### src/hw/ffs_consts.svh
// constant macros for the fan fail-safe and tach blanking block
`ifndef FFS_CONSTS_SVH
`define FFS_CONSTS_SVH
// command and response type codes
`define FFS_CMD_FAILSAFE 8'h19
`define FFS_CMD_GLITCH 8'h1A
`define FFS_CMD_QUERY 8'h1B
`define FFS_RSP_FLAG 8'h40
`define FFS_LEN_FAILSAFE 8'h02
`define FFS_LEN_GLITCH 8'h04
`define FFS_LEN_QUERY 8'h00
`define FFS_LEN_QRSP 8'h05
`define FFS_MASK_MAX 8'h0F
// interrupt register port places
`define FFS_ADDR_STATUS 2'd0
`define FFS_ADDR_MASK 2'd1
`define FFS_ADDR_SAFE 2'd2
// fan count and the implemented fans
`define FFS_NFAN 4
`define FFS_NLIVE 3
// timing: 25 MHz clock, 1/8 s tick, 552.5 us blanking count, 100 counts per pwm period
`define FFS_CLK_HZ 25000000
`define FFS_TICK_NS 125000000
`define FFS_CNT_NS 552500
`define FFS_CLK_NS 40
`define FFS_TICK_CYC (`FFS_TICK_NS / `FFS_CLK_NS)
`define FFS_CNT_CYC (`FFS_CNT_NS / `FFS_CLK_NS)
`define FFS_PWM_STEPS 8'd100
`define FFS_PWM_FULL 8'h64
// reset values
`define FFS_GLITCH_RST 8'h01
`define FFS_TIMEOUT_RST 8'h01
`define FFS_POWER_RST 8'h64
`define FFS_QRSP_BYTES 3'd5
`endif

### src/hw/ffs_pkg.sv
// types for the fan fail-safe and tach blanking block
package ffs_pkg;
  // command parser states, one-hot
  typedef enum logic [3:0] {
    FFS_IDLE = 4'b0001,
    FFS_LEN = 4'b0010,
    FFS_DATA = 4'b0100,
    FFS_RESP = 4'b1000
  } ffs_state_t;
endpackage : ffs_pkg

### src/hw/ffs_fan_failsafe.sv
// fan fail-safe supervisor, pwm and tach blanking with command packet port
//
// Summary of operation
// - command 0x19 carries two bytes, the first a fan mask of value 0 to 15.
// - mask bit 0x01 is fan one, 0x02 fan two, 0x04 fan three, 0x08 fan four.
// - the second byte of 0x19 is a timeout in eighth-second ticks, 1 to 255.
// - a fail-safe fan not updated before its timeout is driven at full power.
// - each accepted command is answered with type code ORed with 0x40.
// - fan power is a pwm of the supply repeating at about 18 Hz.
// - tach edges are ignored for the configured counts of 552.5 us after turn-on.
// - tach edges while the pwm holds a fan off are ignored.
// - each blanking delay defaults to one count.
// - command 0x1A carries four delay bytes for fans one to four in order.
// - the delay settings are presented for saving as boot state.
// - query 0x1B returns the four power bytes and then the fail-safe mask.
// - fan four settings have no effect on any fan output.
`timescale 1ns/1ns
`include "ffs_consts.svh"
module ffs_fan_failsafe
  import ffs_pkg::*;
#(
  parameter int TICK_CYC = `FFS_TICK_CYC
) (
  input wire logic clock,
  input wire logic sys_rst,
  // command byte stream: type, length, payload
  input wire logic rxValid,
  input wire logic [7:0] rxByte,
  // response byte stream: type, length, payload
  output logic txValid,
  output logic [7:0] txByte,
  input wire logic txReady,
  // separate power update per fan
  input wire logic powerWrite,
  input wire logic [1:0] powerFan,
  input wire logic [7:0] powerValue,
  // fan supplies and tach lines
  output logic [`FFS_NFAN-1:0] fanOn,
  input wire logic [`FFS_NFAN-1:0] tachPin,
  output logic [`FFS_NFAN-1:0] tachEdge,
  // glitch delays for boot-state save
  output logic [31:0] glitchSave,
  // interrupt register port
  input wire logic [1:0] regAddr,
  input wire logic [7:0] regWdata,
  input wire logic regWrite,
  input wire logic regRead,
  output logic [7:0] regRdata,
  output logic irq
);
  // ----------------------------------------
  // state
  // ----------------------------------------
  ffs_state_t state_reg;
  logic [7:0] cmd_reg;
  logic [7:0] len_reg;
  logic [7:0] idx_reg;
  logic [7:0] buf_reg [0:3];
  logic [2:0] txIdx_reg;
  logic [7:0] txLen_reg;
  logic [3:0] safeMask_reg;
  logic [7:0] timeout_reg;
  logic [7:0] glitch_reg [0:3];
  logic [7:0] power_reg [0:3];
  logic [7:0] ticksLeft_reg [0:3];
  logic [3:0] expired_reg;
  logic [31:0] tickCnt_reg;
  logic tickEn;
  logic [15:0] cntDiv_reg;
  logic cntEn;
  logic [7:0] phase_reg;
  logic [3:0] status_reg;
  logic [3:0] mask_reg;
  logic [3:0] evt;
  logic cmdDone;
  logic [3:0] tach1_reg;
  logic [3:0] tach2_reg;
  logic [3:0] tach3_reg;

  // ----------------------------------------
  // command parser
  // ----------------------------------------
  // payload is buffered and acted on only when complete and well formed
  always_ff @(posedge clock or posedge sys_rst) begin
    if (sys_rst) begin
      state_reg <= FFS_IDLE;
      cmd_reg <= 8'h00;
      len_reg <= 8'h00;
      idx_reg <= 8'h00;
      txIdx_reg <= 3'd0;
      txLen_reg <= 8'h00;
    end else begin
      case (state_reg)
        FFS_IDLE: begin
          if (rxValid) begin
            cmd_reg <= rxByte;
            state_reg <= FFS_LEN;
          end
        end
        FFS_LEN: begin
          if (rxValid) begin
            len_reg <= rxByte;
            idx_reg <= 8'h00;
            if ((cmd_reg == `FFS_CMD_FAILSAFE && rxByte == `FFS_LEN_FAILSAFE) ||
                (cmd_reg == `FFS_CMD_GLITCH && rxByte == `FFS_LEN_GLITCH)) begin
              state_reg <= FFS_DATA;
            end else if (cmd_reg == `FFS_CMD_QUERY && rxByte == `FFS_LEN_QUERY) begin
              txIdx_reg <= 3'd0;
              txLen_reg <= `FFS_LEN_QRSP;
              state_reg <= FFS_RESP;
            end else begin
              state_reg <= FFS_IDLE; // unknown or malformed: dropped
            end
          end
        end
        FFS_DATA: begin
          if (rxValid) begin
            idx_reg <= idx_reg + 8'h01;
            if (idx_reg + 8'h01 == len_reg) begin
              txIdx_reg <= 3'd0;
              txLen_reg <= 8'h00;
              state_reg <= FFS_RESP;
            end
          end
        end
        FFS_RESP: begin
          // type, length, then payload bytes
          if (txReady) begin
            txIdx_reg <= txIdx_reg + 3'd1;
            if ({5'd0, txIdx_reg} == txLen_reg + 8'h01) begin
              state_reg <= FFS_IDLE;
            end
          end
        end
        default: state_reg <= FFS_IDLE;
      endcase
    end
  end

  // payload capture
  always_ff @(posedge clock or posedge sys_rst) begin
    if (sys_rst) begin
      for (int i = 0; i < 4; i++) buf_reg[i] <= 8'h00;
    end else if (state_reg == FFS_DATA && rxValid) begin
      buf_reg[idx_reg[1:0]] <= rxByte;
    end
  end

  // last payload byte completes the command
  assign cmdDone = (state_reg == FFS_DATA) && rxValid && (idx_reg + 8'h01 == len_reg);

  // ----------------------------------------
  // response
  // ----------------------------------------
  always_comb begin
    txValid = (state_reg == FFS_RESP);
    txByte = 8'h00;
    if (state_reg == FFS_RESP) begin
      case (txIdx_reg)
        3'd0: txByte = cmd_reg | `FFS_RSP_FLAG;
        3'd1: txByte = txLen_reg;
        3'd2: txByte = power_reg[0];
        3'd3: txByte = power_reg[1];
        3'd4: txByte = power_reg[2];
        3'd5: txByte = power_reg[3];
        3'd6: txByte = {4'h0, safeMask_reg};
        default: txByte = 8'h00;
      endcase
    end
  end

  // ----------------------------------------
  // configuration
  // ----------------------------------------
  // a mask above 15 is refused, leaving the old setting
  always_ff @(posedge clock or posedge sys_rst) begin
    if (sys_rst) begin
      safeMask_reg <= 4'h0;
      timeout_reg <= `FFS_TIMEOUT_RST;
    end else if (cmdDone && cmd_reg == `FFS_CMD_FAILSAFE && buf_reg[0] <= `FFS_MASK_MAX) begin
      safeMask_reg <= buf_reg[0][3:0];
      timeout_reg <= rxByte;
    end
  end

  // glitch delays, one count by default
  always_ff @(posedge clock or posedge sys_rst) begin
    if (sys_rst) begin
      for (int i = 0; i < 4; i++) glitch_reg[i] <= `FFS_GLITCH_RST;
    end else if (cmdDone && cmd_reg == `FFS_CMD_GLITCH) begin
      glitch_reg[0] <= buf_reg[0];
      glitch_reg[1] <= buf_reg[1];
      glitch_reg[2] <= buf_reg[2];
      glitch_reg[3] <= rxByte;
    end
  end
  assign glitchSave = {glitch_reg[3], glitch_reg[2], glitch_reg[1], glitch_reg[0]};

  // ----------------------------------------
  // timebases
  // ----------------------------------------
  // eighth-second tick and 552.5 us count enables
  always_ff @(posedge clock or posedge sys_rst) begin
    if (sys_rst) begin
      tickCnt_reg <= 32'd0;
      cntDiv_reg <= 16'd0;
      phase_reg <= 8'h00;
    end else begin
      tickCnt_reg <= tickEn ? 32'd0 : tickCnt_reg + 32'd1;
      cntDiv_reg <= cntEn ? 16'd0 : cntDiv_reg + 16'd1;
      if (cntEn) begin
        phase_reg <= (phase_reg == `FFS_PWM_STEPS - 8'd1) ? 8'h00 : phase_reg + 8'h01;
      end
    end
  end
  assign tickEn = (tickCnt_reg == 32'(TICK_CYC - 1));
  assign cntEn = (cntDiv_reg == 16'(`FFS_CNT_CYC - 1));

  // ----------------------------------------
  // per-fan power, watchdog, pwm and tach
  // ----------------------------------------
  always_ff @(posedge clock or posedge sys_rst) begin
    if (sys_rst) begin
      tach1_reg <= 4'h0;
      tach2_reg <= 4'h0;
      tach3_reg <= 4'h0;
    end else begin
      tach1_reg <= tachPin;
      tach2_reg <= tach1_reg;
      tach3_reg <= tach2_reg;
    end
  end

  genvar f;
  generate
    for (f = 0; f < `FFS_NFAN; f++) begin : g_fan
      logic [7:0] blank_reg;
      logic on;
      logic upd;
      assign upd = powerWrite && (powerFan == 2'(f));
      // countdown restarts on each power update
      always_ff @(posedge clock or posedge sys_rst) begin
        if (sys_rst) begin
          power_reg[f] <= `FFS_POWER_RST;
          ticksLeft_reg[f] <= `FFS_TIMEOUT_RST;
          expired_reg[f] <= 1'b0;
        end else if (upd) begin
          power_reg[f] <= powerValue;
          ticksLeft_reg[f] <= timeout_reg;
          expired_reg[f] <= 1'b0;
        end else if (safeMask_reg[f] && tickEn && !expired_reg[f]) begin
          if (ticksLeft_reg[f] <= 8'h01) expired_reg[f] <= 1'b1;
          else ticksLeft_reg[f] <= ticksLeft_reg[f] - 8'h01;
        end
      end
      // expired fail-safe fans run full; fan four never drives its supply
      assign on = (f < `FFS_NLIVE) &&
                  ((safeMask_reg[f] && expired_reg[f]) ||
                   (phase_reg < power_reg[f]));
      // blanking counter reloads while off, counts down after turn-on
      always_ff @(posedge clock or posedge sys_rst) begin
        if (sys_rst) begin
          fanOn[f] <= 1'b0;
          blank_reg <= `FFS_GLITCH_RST;
          tachEdge[f] <= 1'b0;
        end else begin
          fanOn[f] <= on;
          if (!fanOn[f]) blank_reg <= glitch_reg[f];
          else if (cntEn && blank_reg != 8'h00) blank_reg <= blank_reg - 8'h01;
          tachEdge[f] <= fanOn[f] && on && (blank_reg == 8'h00) &&
                         (tach2_reg[f] != tach3_reg[f]) && (f < `FFS_NLIVE);
        end
      end
    end
  endgenerate

  // ----------------------------------------
  // interrupt status: 0 failsafe, 1 glitch, 2 query, 3 timeout
  // ----------------------------------------
  assign evt = {|(expired_reg & safeMask_reg),
                (state_reg == FFS_LEN) && rxValid && cmd_reg == `FFS_CMD_QUERY &&
                  rxByte == `FFS_LEN_QUERY,
                cmdDone && cmd_reg == `FFS_CMD_GLITCH,
                cmdDone && cmd_reg == `FFS_CMD_FAILSAFE};
  // set wins over a same-cycle write-one-to-clear
  always_ff @(posedge clock or posedge sys_rst) begin
    if (sys_rst) begin
      status_reg <= 4'h0;
      mask_reg <= 4'h0;
    end else begin
      if (regWrite && regAddr == `FFS_ADDR_STATUS) begin
        status_reg <= (status_reg & ~regWdata[3:0]) | evt;
      end else status_reg <= status_reg | evt;
      if (regWrite && regAddr == `FFS_ADDR_MASK) mask_reg <= regWdata[3:0];
    end
  end
  always_ff @(posedge clock or posedge sys_rst) begin
    if (sys_rst) regRdata <= 8'h00;
    else if (regRead) begin
      case (regAddr)
        `FFS_ADDR_STATUS: regRdata <= {4'h0, status_reg};
        `FFS_ADDR_MASK: regRdata <= {4'h0, mask_reg};
        `FFS_ADDR_SAFE: regRdata <= {4'h0, safeMask_reg};
        default: regRdata <= timeout_reg;
      endcase
    end else regRdata <= 8'h00;
  end
  assign irq = |(status_reg & mask_reg);

  logic [7:0] blank_chk;
  assign blank_chk = g_fan[1].blank_reg;
endmodule : ffs_fan_failsafe

### config.mk
export PLATFORM = sky130hd
export DESIGN_NAME = ffs_fan_failsafe
export DESIGN_NICKNAME = d
export VERILOG_FILES = /design/src/hw/ffs_pkg.sv /design/src/hw/ffs_fan_failsafe.sv
export VERILOG_INCLUDE_DIRS = /design/src /design/src/hw
export SDC_FILE = /design/constraint.sdc
export NUM_CORES = 1
export LEC_CHECK = 0
export BUFFER_PORTS_ARGS = -buffer_cell sky130_fd_sc_hd__clkbuf_2
export CAP_MARGIN = 15
export CELL_PAD_IN_SITES_DETAIL_PLACEMENT = 0
export CELL_PAD_IN_SITES_GLOBAL_PLACEMENT = 1
export CORE_ASPECT_RATIO = 0.6
export CORE_MARGIN = 2
export CORE_UTILIZATION = 30
export DETAILED_ROUTE_END_ITERATION = 6
export PLACE_DENSITY_LB_ADDON = 0.1
export SETUP_SLACK_MARGIN = 0.1
export SYNTH_ARGS = -nofsm -noshare
export SYNTH_HDL_FRONTEND = slang
export SYNTH_SLANG_ARGS = --single-unit
### constraint.sdc
create_clock -name clock -period 17.39 [get_ports clock]
set_input_delay 1.739 -clock clock [delete_from_list [all_inputs] [get_ports clock]]
set_output_delay 1.739 -clock clock [all_outputs]
set_load 0.02 [all_outputs]
[Yosys cells after proc, flatten, opt, wreduce, memory -nomap -nowiden]
Index checks and enable logic that the tools add are counted.
Cells by class
  bitwise operators: 7
  multiplexer cells: 66
  add/sub/neg operators: 13
  reductions and logical operators: 85
  eq/ne operators: 43
  magnitude comparators: 10
Operators with widths (count)
  $mux 8: 29
  $pmux 8 s7: 1
  $sub 8x1->8 const B: 7
  $logic_and 1x1->1: 41
  $mux 4: 9
  $add 32x1->32 const B: 1
  $bwmux 32: 1
  $eq 32x22->1 const B: 1
  $le 8x1->1 const B: 4
  $logic_not 8->1: 4
  $mux 32: 1
  $pmux 8 s2: 2
  $add 8x1->8 const B: 3
  $eq 8x5->1 const B: 3
  $lt 8x8->1: 3
  $pmux 8 s3: 1
  $reduce_bool 8->1: 3
  $ne 2x2->1 const B: 10
  $reduce_and 2->1: 10
  $mux 3: 6
  $reduce_bool 2->1: 9
  $add 16x1->16 const B: 1
  $demux 8 s2: 1
  $eq 16x14->1 const B: 1
  37 further kinds: 72
Storage, ports and cells
  output and inout bits: 58
  logic and storage cells: 270
  bits of input ports: 39
  register bits: 294

[Depth between registers and ports, before layout]
Gate-level depths: netlist of run 1.
  depth after elaboration: 6
  mapped depth: 9
  mapped depth without buffers: 8

[Least setup slack after synthesis of run 1]
Ideal clock, no wire load.
  path kind: reg-to-output
  start point: register state_reg[1]
  end point: output txByte[6]
  data required time: 15651 ps
  buffers on the path: 1
  stages on the path, launching flop included: 6
  arrival: 2054 ps
  path slack: 13597 ps
  cells stage by stage: dfrtp_1 clkbuf_1 or4b_2 inv_1 o41ai_1 a31oi_1
On the way
  cells in the longest elaborated chain, start to end: 2
Ends and longest elaborated chain
  start: declaration: RTL line ffs_fan_failsafe.sv:54  | ffs_state_t state_reg;
  start signal: assignment: RTL line ffs_fan_failsafe.sv:86  | state_reg <= FFS_IDLE;
  start signal: assignment: RTL line ffs_fan_failsafe.sv:97  | state_reg <= FFS_LEN;
  start signal: assignment: RTL line ffs_fan_failsafe.sv:106  | state_reg <= FFS_DATA;
  $eq 4x4->1
  named net txValid: RTL line ffs_fan_failsafe.sv:30  | output logic txValid,
  $mux 8: RTL line ffs_fan_failsafe.sv:158  | if (state_reg == FFS_RESP) begin
  end: declaration: RTL line ffs_fan_failsafe.sv:31  | output logic [7:0] txByte,
The timed path passes the listed nets, and every way through them passes these cells.

[Worst setup path in the final report of run 1]
  start point: register txIdx_reg[2]
  end point: output txByte[0]
On the way
  cells in the longest elaborated chain, start to end: 3
  elaborated cells on any way between the ends: 9
  classes of those cells: eq/ne (6); mux (2); reduce/logical (1)
Ends and longest elaborated chain
  start: declaration: RTL line ffs_fan_failsafe.sv:59  | logic [2:0] txIdx_reg;
  start signal: assignment: RTL line ffs_fan_failsafe.sv:129  | txIdx_reg <= txIdx_reg + 3'd1;
  $eq 3x3->1, or another cell as far along: RTL line ffs_fan_failsafe.sv:159  | case (txIdx_reg)
  $pmux 8 s7 (*): RTL line ffs_fan_failsafe.sv:159
  $mux 8 (*): RTL line ffs_fan_failsafe.sv:158
Mark *: on every way between the ends. The rest lies on a longest branch, timed or not.

==> results.sh, run 1 <==
export IMPL_multiInputGateArea_um2=6340
export IMPL_p_clk_share_pct=38.3
export IMPL_path_max_fanout=17
export IMPL_cts_root_buffer="clkbuf_16"
export IMPL_ys_types=70
export IMPL_finalSetupViolCount=0
export IMPL_hold_viol=0
export IMPL_synthSimpleGateAreaFrac_pct=16.4
export IMPL_critPathBufInv=2
export IMPL_critical_path_class="flip-flop to output port"
export IMPL_n_fill_cell=4492
export IMPL_routedWlPerCell_um=19.6
export IMPL_drc=0
export IMPL_post_route_min_period_ps=5070
export IMPL_cp_arrival_ps=3340
export IMPL_io_pins=97
export IMPL_clk_pin_slew_ps=60
export IMPL_peakVddDrop_v=0.0000624
export IMPL_drive_gt1_share_pct=19.7
export IMPL_first_iter_violations=588
export IMPL_netlist_instances=1264
export IMPL_max_cap_violations=0
export IMPL_rrSetupSlack_ps=13950
export IMPL_ys_flop_type="dfrtp_1"
export IMPL_fin_crit_sh_pct=29.2
export IMPL_clock_path_buffers=3
export IMPL_setup_tns_ps=0
export IMPL_seqCellArea_um2=7010
export IMPL_dieArea_um2=47600
export IMPL_synth_top_family_by_area="simple AND/OR/NAND/NOR gates"
export IMPL_skew_ps=18.2
export IMPL_dpl_worst_slack_ps=12970
export IMPL_p_sw_w=0.000527
export IMPL_status="completed"
export IMPL_htreeDepth=1
export IMPL_hpwl_mm=27.1
export IMPL_yosysSeqAreaShare_pct=51.1
export IMPL_pwr_share_seq_pct=44.6
export IMPL_finalMaxSlewViolations=0
export IMPL_grt_pass1_vias=9253
export IMPL_relSlewSlack_pct=26.2
export IMPL_switching_share_pct=29.0
export IMPL_async_flop_share_pct=100
export IMPL_tightest_slew_ps=1100
export IMPL_numCtsBuffers=31
export IMPL_die_w_um=280
export IMPL_cp_required_ps=15650
export IMPL_rows=60
export IMPL_synth_compound_area_share_pct=8.56
export IMPL_power_leakage_nw=7.35
export IMPL_postLayoutSetupSlackWorst_ps=12320
export IMPL_p_per_area_nw_per_um2=114
export IMPL_end_kind="output port"
export IMPL_synth_fa_ha_area_share_pct=4.28
export IMPL_coreArea_um2=45000
export IMPL_numPortBuffers=89
export IMPL_yosysWarnings=0
export IMPL_postCtsHoldBufs=0
export IMPL_p_comb_share_pct=17.1
export IMPL_gr_total_overflow=0
export IMPL_intPower_w=0.00129
export IMPL_ant_nets=0
export IMPL_vias_per_cell=4.85
export IMPL_cp_slowest_cell="o41ai_2"
export IMPL_antenna_found_initial=0
export IMPL_fmax_mhz=197
export IMPL_grt_pass1_wl_mm=59.8
export IMPL_syn_area_um2=13700
export IMPL_grt_start_max_net_pins=169
export IMPL_via_count=9531
export IMPL_grt_usage_pct=16.4
export IMPL_slowest_delay_ps=870
export IMPL_drt_pass1_iterations=6
export IMPL_cts_tree="done"
export IMPL_synthMuxAreaShare_pct=9.71
export IMPL_rsz0062_at_grt="false"
export IMPL_die_h_um=170
export IMPL_area_delta_synth_final_pct=15.6
export IMPL_cts_resized=0
export IMPL_initial_utilization_pct=30.5
export IMPL_gp_congestion=0.780
export IMPL_crit_chain="inv_1, ha_1, o41ai_2, nor2_1, clkbuf_2"
export IMPL_clkLatencyLatePin_ps=580
export IMPL_syn_avg_cell_area_um2=10.9
export IMPL_critical_path_top_delay_family="compound AO/OA/AOI/OAI gates"
export IMPL_holdCritPathClass="flip-flop to flip-flop"
export IMPL_cts_sinks=279
export IMPL_synth_edf_count=0
export IMPL_synth_seq_cells=279
export IMPL_layout_nets=1435
export IMPL_synth_xor_area_share_pct=7.00
export IMPL_cts_setup_buffers=0
export IMPL_worstSetupStartpointType="flip-flop"
export IMPL_detail_route_wirelength_mm=38.5
-- logic make-up after synthesis --
logic type,count (synthesis)
XOR/XNOR,108
multiplexers,115
adder cells (fa/ha/maj),47
AND/OR/NAND/NOR,431
buffers and inverters,98
other,1
flip-flops,279
AO/OA/AOI/OAI,185
-- layout make-up --
class | count | area share, %
Antenna cell | 1 | 0.0158
Clock buffer | 50 | 5.59
Clock inverter | 8 | 1.08
Inverter | 54 | 1.32
Multi-Input combinational cell | 888 | 39.9
Sequential cell | 279 | 44.2
Tap cell | 589 | 4.64
Timing Repair Buffer | 95 | 3.22
-- synthesized netlist by cell type (all sizes together), types with 6 or more instances --
| cell type | n | area [um2] |
|---|---|---|
| nand4 | 17 | 113 |
| or3 | 9 | 56.3 |
| o21ai | 65 | 325 |
| nor4 | 24 | 186 |
| and2 | 13 | 81.3 |
| nor4b | 11 | 103 |
| a31oi | 7 | 43.8 |
| nor3 | 16 | 80.1 |
| nand3 | 42 | 210 |
| buf | 14 | 88.8 |
| dfrtp | 254 | 6360 |
| clkbuf | 30 | 113 |
| o31ai | 9 | 95.1 |
| or4 | 6 | 45.0 |
| dfstp | 25 | 657 |
| nand2b | 9 | 56.3 |
| xor2 | 45 | 394 |
| and3 | 26 | 163 |
| xnor2 | 62 | 543 |
| ha | 47 | 588 |
| a21oi | 52 | 260 |
| inv | 54 | 203 |
| a222oi | 8 | 80.1 |
| a21o | 9 | 67.6 |
| mux2 | 106 | 1190 |
| nand2 | 124 | 465 |
| or2 | 7 | 43.8 |
| a211o | 6 | 52.6 |
| nor2 | 95 | 359 |
-- placed cells by master, fill, tap and decap left out, drive strengths merged, types with 5 or more instances in the layout --
cell type / count
dfrtp: 254
clkbuf: 139
nand2: 124
mux2: 106
nor2: 95
o21ai: 65
xnor2: 62
inv: 55
a21oi: 52
ha: 47
xor2: 45
nand3: 42
and3: 26
dfstp: 25
nor4: 24
nand4: 17
nor3: 16
and2: 13
nor4b: 11
or3: 9
nand2b: 9
a21o: 9
o31ai: 9
a222oi: 8
or2: 7
a31oi: 7
or4: 6
a211o: 6
buf: 6
mux2i: 5
nor2b: 5
bufinv: 5
nand4b: 5
-- per-stage QoR --
| stage | instances | area [um2] | utilization [%] | hold slack (ps) | power, W |
|---|---|---|---|---|---|
| detailed placement | 1904 | 14800 | 32.9 | 335 | 0.00113 |
| finish | 1964 | 15900 | 35.3 | 349 | 0.00182 |
| floorplan | 1265 | 13700 | - | 331 | 0.00102 |
| global placement | 1904 | 14800 | 32.9 | 335 | 0.00113 |
| global route | 1963 | 15900 | 35.3 | 365 | 0.00192 |
| CTS | 1962 | 15900 | 35.3 | 350 | 0.00184 |
-- path summary, 6_finish.rpt --
| kind | startpoint | end | cells after the start |
|---|---|---|---|
| hold / removal | tach1_reg[2] | tach2_reg[2] | 0 |
| min in group asynchronous | sys_rst | ticksLeft_reg[4] | 2 |
| setup reg to reg | state_reg[1] | glitchSave[31] | 5 |
| setup / recovery | txIdx_reg[2] | txByte[0] | 5 |
| hold reg to reg | tach1_reg[2] | tach2_reg[2] | 0 |
| max in group asynchronous | sys_rst | tickCnt_reg[22] | 3 |
-- power by group through the flow --
stage / Clock (W) / Combinational [W] / Sequential (W)
floorplan: 0 / 0.000236 / 0.000788
global placement: 0 / 0.000308 / 0.000818
detailed placement: 0 / 0.000310 / 0.000818
CTS: 0.000721 / 0.000313 / 0.000808
global route: 0.000748 / 0.000349 / 0.000821
finish: 0.000695 / 0.000311 / 0.000810
-- per-layer routing --
metal	share of wire [%]	vias up	GRT usage, %
li1	-	4633	-
met1	56	4692	27.3
met2	39	166	22.0
met3	4.2	40	2.70
met4	1.4	0	2.58
met5	0	-	0
-- worst reg2reg max path, delay by kind of cell (launching register included) --
kind / cells / cell delay, ps
flops: 1 / 470
mux: 1 / 590
simple gates: 4 / 2250
Note: power is estimated with default switching activity, not from simulation.
==> run 2: changes to the inputs <==
==> constraint.sdc (replaced) <==
create_clock -name clock -period 5.05 [get_ports clock]
set_input_delay 0.505 -clock clock [delete_from_list [all_inputs] [get_ports clock]]
set_output_delay 0.505 -clock clock [all_outputs]
set_load 0.02 [all_outputs]
==> run 2 against run 1 <==
Effect of this change: first-iteration DRC count is 4.3% lower; clock skew is 4.8 ps lower; highest routed layer unchanged; clock power grew to 3.9 times the previous value; utilization is 0.53 points higher; critical endpoint is now txByte[6]; via count is 1.1% higher; final cell count is 0.36% higher.
==> results.sh, run 2 (synthesized netlist as in run 1, its figures left out) <==
export IMPL_finalMaxSlewViolations=0
export IMPL_cts_tree="done"
export IMPL_insertedDiodeCount=0
export IMPL_reg2reg_from="state_reg[1]"
export IMPL_antenna_found_initial=0
export IMPL_gr_total_overflow=0
export IMPL_critical_path_class="flip-flop to output port"
export IMPL_detail_route_wirelength_mm=38.9
export IMPL_clock_path_buffers=3
export IMPL_startpoint="txIdx_reg[1]"
export IMPL_power_leakage_nw=7.48
export IMPL_htreeDepth=1
export IMPL_final_cell_mix="dfrtp_1, nand2_1, nor2_1"
export IMPL_holdCritPathClass="primary input to flip-flop"
export IMPL_first_iter_violations=563
export IMPL_rows=60
export IMPL_worstSetupStartpointType="flip-flop"
export IMPL_reg2reg_depth=5
export IMPL_initial_utilization_pct=30.5
export IMPL_routedWlPerCell_um=19.7
export IMPL_cts_sinks=279
export IMPL_gp_congestion=0.762
export IMPL_rrSetupSlack_ps=1630
export IMPL_path_max_fanout=11
export IMPL_finalSetupViolCount=0
export IMPL_skew_ps=13.5
export IMPL_status="completed"
export IMPL_max_cap_violations=0
export IMPL_grt_start_max_net_pins=127
export IMPL_area_delta_synth_final_pct=17.3
export IMPL_end_kind="output port"
export IMPL_hp_start="tachPin[2]"
export IMPL_fin_crit_sh_pct=68.6
export IMPL_vias_per_cell=4.89
export IMPL_setup_tns_ps=0
export IMPL_rsz0062_at_grt="false"
export IMPL_numPortBuffers=89
export IMPL_dieArea_um2=47600
export IMPL_postCtsHoldBufs=2
export IMPL_die_w_um=280
export IMPL_relSlewSlack_pct=25.1
export IMPL_drt_pass1_iterations=6
export IMPL_crit_end="txByte[6]"
export IMPL_hpwl_mm=27.6
export IMPL_cts_setup_buffers=0
export IMPL_grt_pass1_vias=9537
export IMPL_cts_root_buffer="clkbuf_16"
export IMPL_clk_pin_slew_ps=70
export IMPL_ant_nets=0
export IMPL_tightest_slew_ps=1110
export IMPL_hold_viol=0
export IMPL_p_per_area_nw_per_um2=409
export IMPL_layout_cells_non_filler=1971
export IMPL_cts_resized=0
export IMPL_final_common_cell="dfrtp_1"
export IMPL_placedCellCount=1911
export IMPL_fmax_mhz=289
export IMPL_coreArea_um2=45000
export IMPL_drive_gt1_share_pct=21.1
export IMPL_peakVddDrop_v=0.000250
export IMPL_grt_pass1_wl_mm=60.5
export IMPL_die_h_um=170
export IMPL_io_pins=97
export IMPL_cp_required_ps=4550
export IMPL_cp_arrival_ps=2960
export IMPL_via_count=9636
export IMPL_drc=0
export IMPL_post_route_min_period_ps=3460
export IMPL_clkLatencyLatePin_ps=590
export IMPL_numCtsBuffers=31
export IMPL_r2r_end="glitchSave[27]"
export IMPL_grt_usage_pct=16.6
export IMPL_layout_nets=1443
run 2: layer usage:
metal	track usage, %	vias up	share of wire (%)
met5	0	-	0
met4	3.16	0	1.8
met3	2.62	38	3.6
met2	22.2	140	39
met1	27.4	4803	56
li1	-	4655	-
run 2: layout make-up:
type | count | area (um2)
Clock buffer | 36 | 845
Clock inverter | 22 | 399
Fill cell | 4499 | 28900
Inverter | 54 | 206
Multi-Input combinational cell | 888 | 6340
Sequential cell | 279 | 7010
Tap cell | 589 | 737
Timing Repair Buffer | 103 | 568
run 2: critical path, cell delays in order, from the launching register on:
cell and delay, ps:
dfrtp_1 430, inv_1 100, ha_1 380, o41ai_2 1070, a31oi_1 150, clkbuf_2 220
run 2: through the flow:
step / hold slack [ps] / area, um2 / utilization (%) / total power, W / setup WS (ps)
after floorplan: 331 / 13700 / - / 0.00353 / 872
after global placement: 336 / 14800 / 33.0 / 0.00389 / 1600
after detailed placement: 336 / 14800 / 33.0 / 0.00389 / 1620
after CTS: 4.90 / 16100 / 35.8 / 0.00668 / 1600
after global routing: 6.56 / 16100 / 35.8 / 0.00696 / 1270
final: 31.4 / 16100 / 35.8 / 0.00659 / 1590
run 2: worst min-delay path by stage:
| stage | endpoint | slack (ps) | cells after the start |
|---|---|---|---|
| 2_1_floorplan | tach2_reg[0] | 330 | 0 |
| 3_3_place_gp | tach2_reg[2] | 340 | 0 |
| 3_5_place_dp | tach2_reg[0] | 340 | 0 |
| 4_1_cts | tach1_reg[2] | 5 | 1 |
| 5_1_grt | tach1_reg[2] | 7 | 1 |
| 6_report | tach1_reg[2] | 30 | 1 |
run 2: power by group:
group / leakage (nW) / internal (W) / switching, W / total, W
Sequential: 3.61 / 0.00251 / 0.000258 / 0.00277
Combinational: 3.27 / 0.000481 / 0.000608 / 0.00109
Clock: 0.608 / 0.00172 / 0.00102 / 0.00274
==> run 3: changes to the inputs <==
==> constraint.sdc (replaced) <==
create_clock -name clock -period 3.2 [get_ports clock]
set_input_delay 0.32 -clock clock [delete_from_list [all_inputs] [get_ports clock]]
set_output_delay 0.32 -clock clock [all_outputs]
set_load 0.02 [all_outputs]
==> run 3 against run 2 <==
Effect of this change: via count up 1.1%; largest power group unchanged; sequential power grew 58%; global-route usage increased by 0.35 points; sequential cell count stayed put; final cell count grew 1.7%; clock power increased by 27%; setup slack got worse by 1400 ps; wire length increased by 0.87%.
==> results.sh, run 3 (synthesized netlist as in run 1, its figures left out) <==
export IMPL_status="completed"
export IMPL_gr_total_overflow=0
export IMPL_holdCritPathClass="primary input to flip-flop"
export IMPL_power_leakage_nw=7.52
export IMPL_stdcell_area_um2=16200
export IMPL_via_count=9745
export IMPL_gp_congestion=0.782
export IMPL_antenna_found_initial=1
export IMPL_clk_pin_slew_ps=60
export IMPL_detail_route_wirelength_mm=39.2
export IMPL_p_per_area_nw_per_um2=595
export IMPL_layout_cells_non_filler=2004
export IMPL_numCtsBuffers=30
export IMPL_drt_pass1_iterations=5
export IMPL_htreeDepth=1
export IMPL_critical_path_class="flip-flop to output port"
export IMPL_crit_chain="inv_1, ha_1, buf_4, a222oi_1, a21oi_1, a221oi_1, nor2_1, buf_4"
export IMPL_cp_required_ps=2880
export IMPL_path_max_fanout=8
export IMPL_slowest_delay_ps=430
export IMPL_max_cap_violations=0
export IMPL_final_cell_mix="dfrtp_1, nand2_1, nor2_1"
export IMPL_setup_tns_ps=0
export IMPL_numPortBuffers=89
export IMPL_cts_sinks=279
export IMPL_grt_pass1_wl_mm=61.7
export IMPL_postLayoutSetupSlackWorst_ps=191
export IMPL_clock_path_buffers=3
export IMPL_coreArea_um2=45000
export IMPL_end_kind="output port"
export IMPL_io_pins=97
export IMPL_vias_per_cell=4.86
export IMPL_grt_usage_pct=17.0
export IMPL_fmax_mhz=332
export IMPL_place_area_um2=15100
export IMPL_critical_path_top_delay_family="compound AO/OA/AOI/OAI gates"
export IMPL_hpwl_mm=28.2
export IMPL_rows=60
export IMPL_grt_pass1_vias=9717
export IMPL_finalSetupViolCount=0
export IMPL_placedCellCount=1936
export IMPL_area_delta_synth_final_pct=17.8
export IMPL_critPathBufInv=3
export IMPL_dpl_worst_slack_ps=358
export IMPL_drive_gt1_share_pct=21.4
export IMPL_skew_ps=23.5
export IMPL_grt_start_max_net_pins=49
export IMPL_layout_nets=1476
export IMPL_post_route_min_period_ps=3010
export IMPL_die_w_um=280
export IMPL_rsz0062_at_grt="true"
export IMPL_die_h_um=170
export IMPL_clkLatencyLatePin_ps=590
export IMPL_ant_nets=0
export IMPL_relSlewSlack_pct=41.4
export IMPL_drc=0
export IMPL_cp_slowest_cell="dfrtp_1"
export IMPL_tightest_slew_ps=869
export IMPL_finalMaxSlewViolations=0
export IMPL_cp_arrival_ps=2690
export IMPL_worstSetupStartpointType="flip-flop"
export IMPL_initial_utilization_pct=30.5
export IMPL_hold_viol=0
export IMPL_cts_tree="done"
export IMPL_final_common_cell="dfrtp_1"
export IMPL_routedWlPerCell_um=19.6
export IMPL_peakVddDrop_v=0.000430
export IMPL_crit_top_cell="buf_4"
export IMPL_dieArea_um2=47600
export IMPL_fin_crit_sh_pct=94.0
export IMPL_cts_root_buffer="clkbuf_16"
export IMPL_first_iter_violations=590
==> run 3: cell count changes in the layout (fill, tap and decap cells not counted), sizes merged <==
cell	change
inv	-1
clkinv	-6
buf	+26
clkbuf	+15
clkinvlp	-2
bufinv	-9
diode	+1
dlygate4sd3	+9
==> run 3: final timing paths <==
| path | slack [ps] | depth (start not counted) | start | to |
|---|---|---|---|---|
| worst max-delay path | 190 | 8 | txIdx_reg[0] | txByte[0] |
| worst min-delay path | 20 | 2 | powerWrite | expired_reg[3] |
| worst max register to register | 400 | 8 | idx_reg[0] | glitchSave[11] |
| worst min register to register | 350 | 0 | tach1_reg[0] | tach2_reg[0] |
| max in group asynchronous | 1930 | 4 | sys_rst | power_reg[14] |
| min in group asynchronous | 450 | 3 | sys_rst | ticksLeft_reg[28] |
==> run 3: through the flow <==
| step | hold WS, ps | total power (W) | utilization, % |
|---|---|---|---|
| floorplan | 331 | 0.00557 | - |
| global placement | 332 | 0.00619 | 33.5 |
| detailed placement | 336 | 0.00620 | 33.5 |
| CTS | 7.31 | 0.00978 | 35.9 |
| global route | 35.7 | 0.0102 | 36.0 |
| finish | 23.0 | 0.00963 | 36.0 |
==> run 3: final cells by class <==
cell class / instances / area [um2]
fill: 4476 / 28800
sequential: 279 / 7010
multi-input combinational: 888 / 6360
clock buffer: 52 / 893
timing repair buffer: 137 / 886
tap: 589 / 737
inverter: 54 / 206
clock inverter: 4 / 73.8
antenna: 1 / 2.50
==> run 3: where the power goes <==
part / leakage (nW) / internal [W] / total [W] / switching [W]
Sequential: 3.61 / 0.00396 / 0.00437 / 0.000406
Clock: 0.465 / 0.00197 / 0.00347 / 0.00150
Combinational: 3.45 / 0.000809 / 0.00179 / 0.000982
Total: 7.52 / 0.00674 / 0.00963 / 0.00288
==> run 3: what timing repair did <==
item                       in CTS  in global routing
hold buffers                   11                  0
setup endpoints to repair       8                 11
gates resized for setup         3                  3
hold endpoints to repair       33                  0
setup buffers                   0                  0
pin swaps                       0                  1
==> run 3: routing by layer <==
metal | GRT usage, % | up-vias | part of all wire [%]
li1 | - | 4731 | -
met1 | 28.0 | 4842 | 56
met2 | 23.3 | 133 | 39
met3 | 2.33 | 39 | 3.2
met4 | 2.60 | 0 | 1.3
met5 | 0 | - | 0
==> run 3: worst reg2reg max path, cell delays in order, from the launching register on <==
cell,delay [ps]
dfrtp_1,480
ha_1,300
nand3_1,170
xor3_1,230
nand3_1,150
nor4_4,500
nand4b_4,130
buf_4,320
mux2_1,400
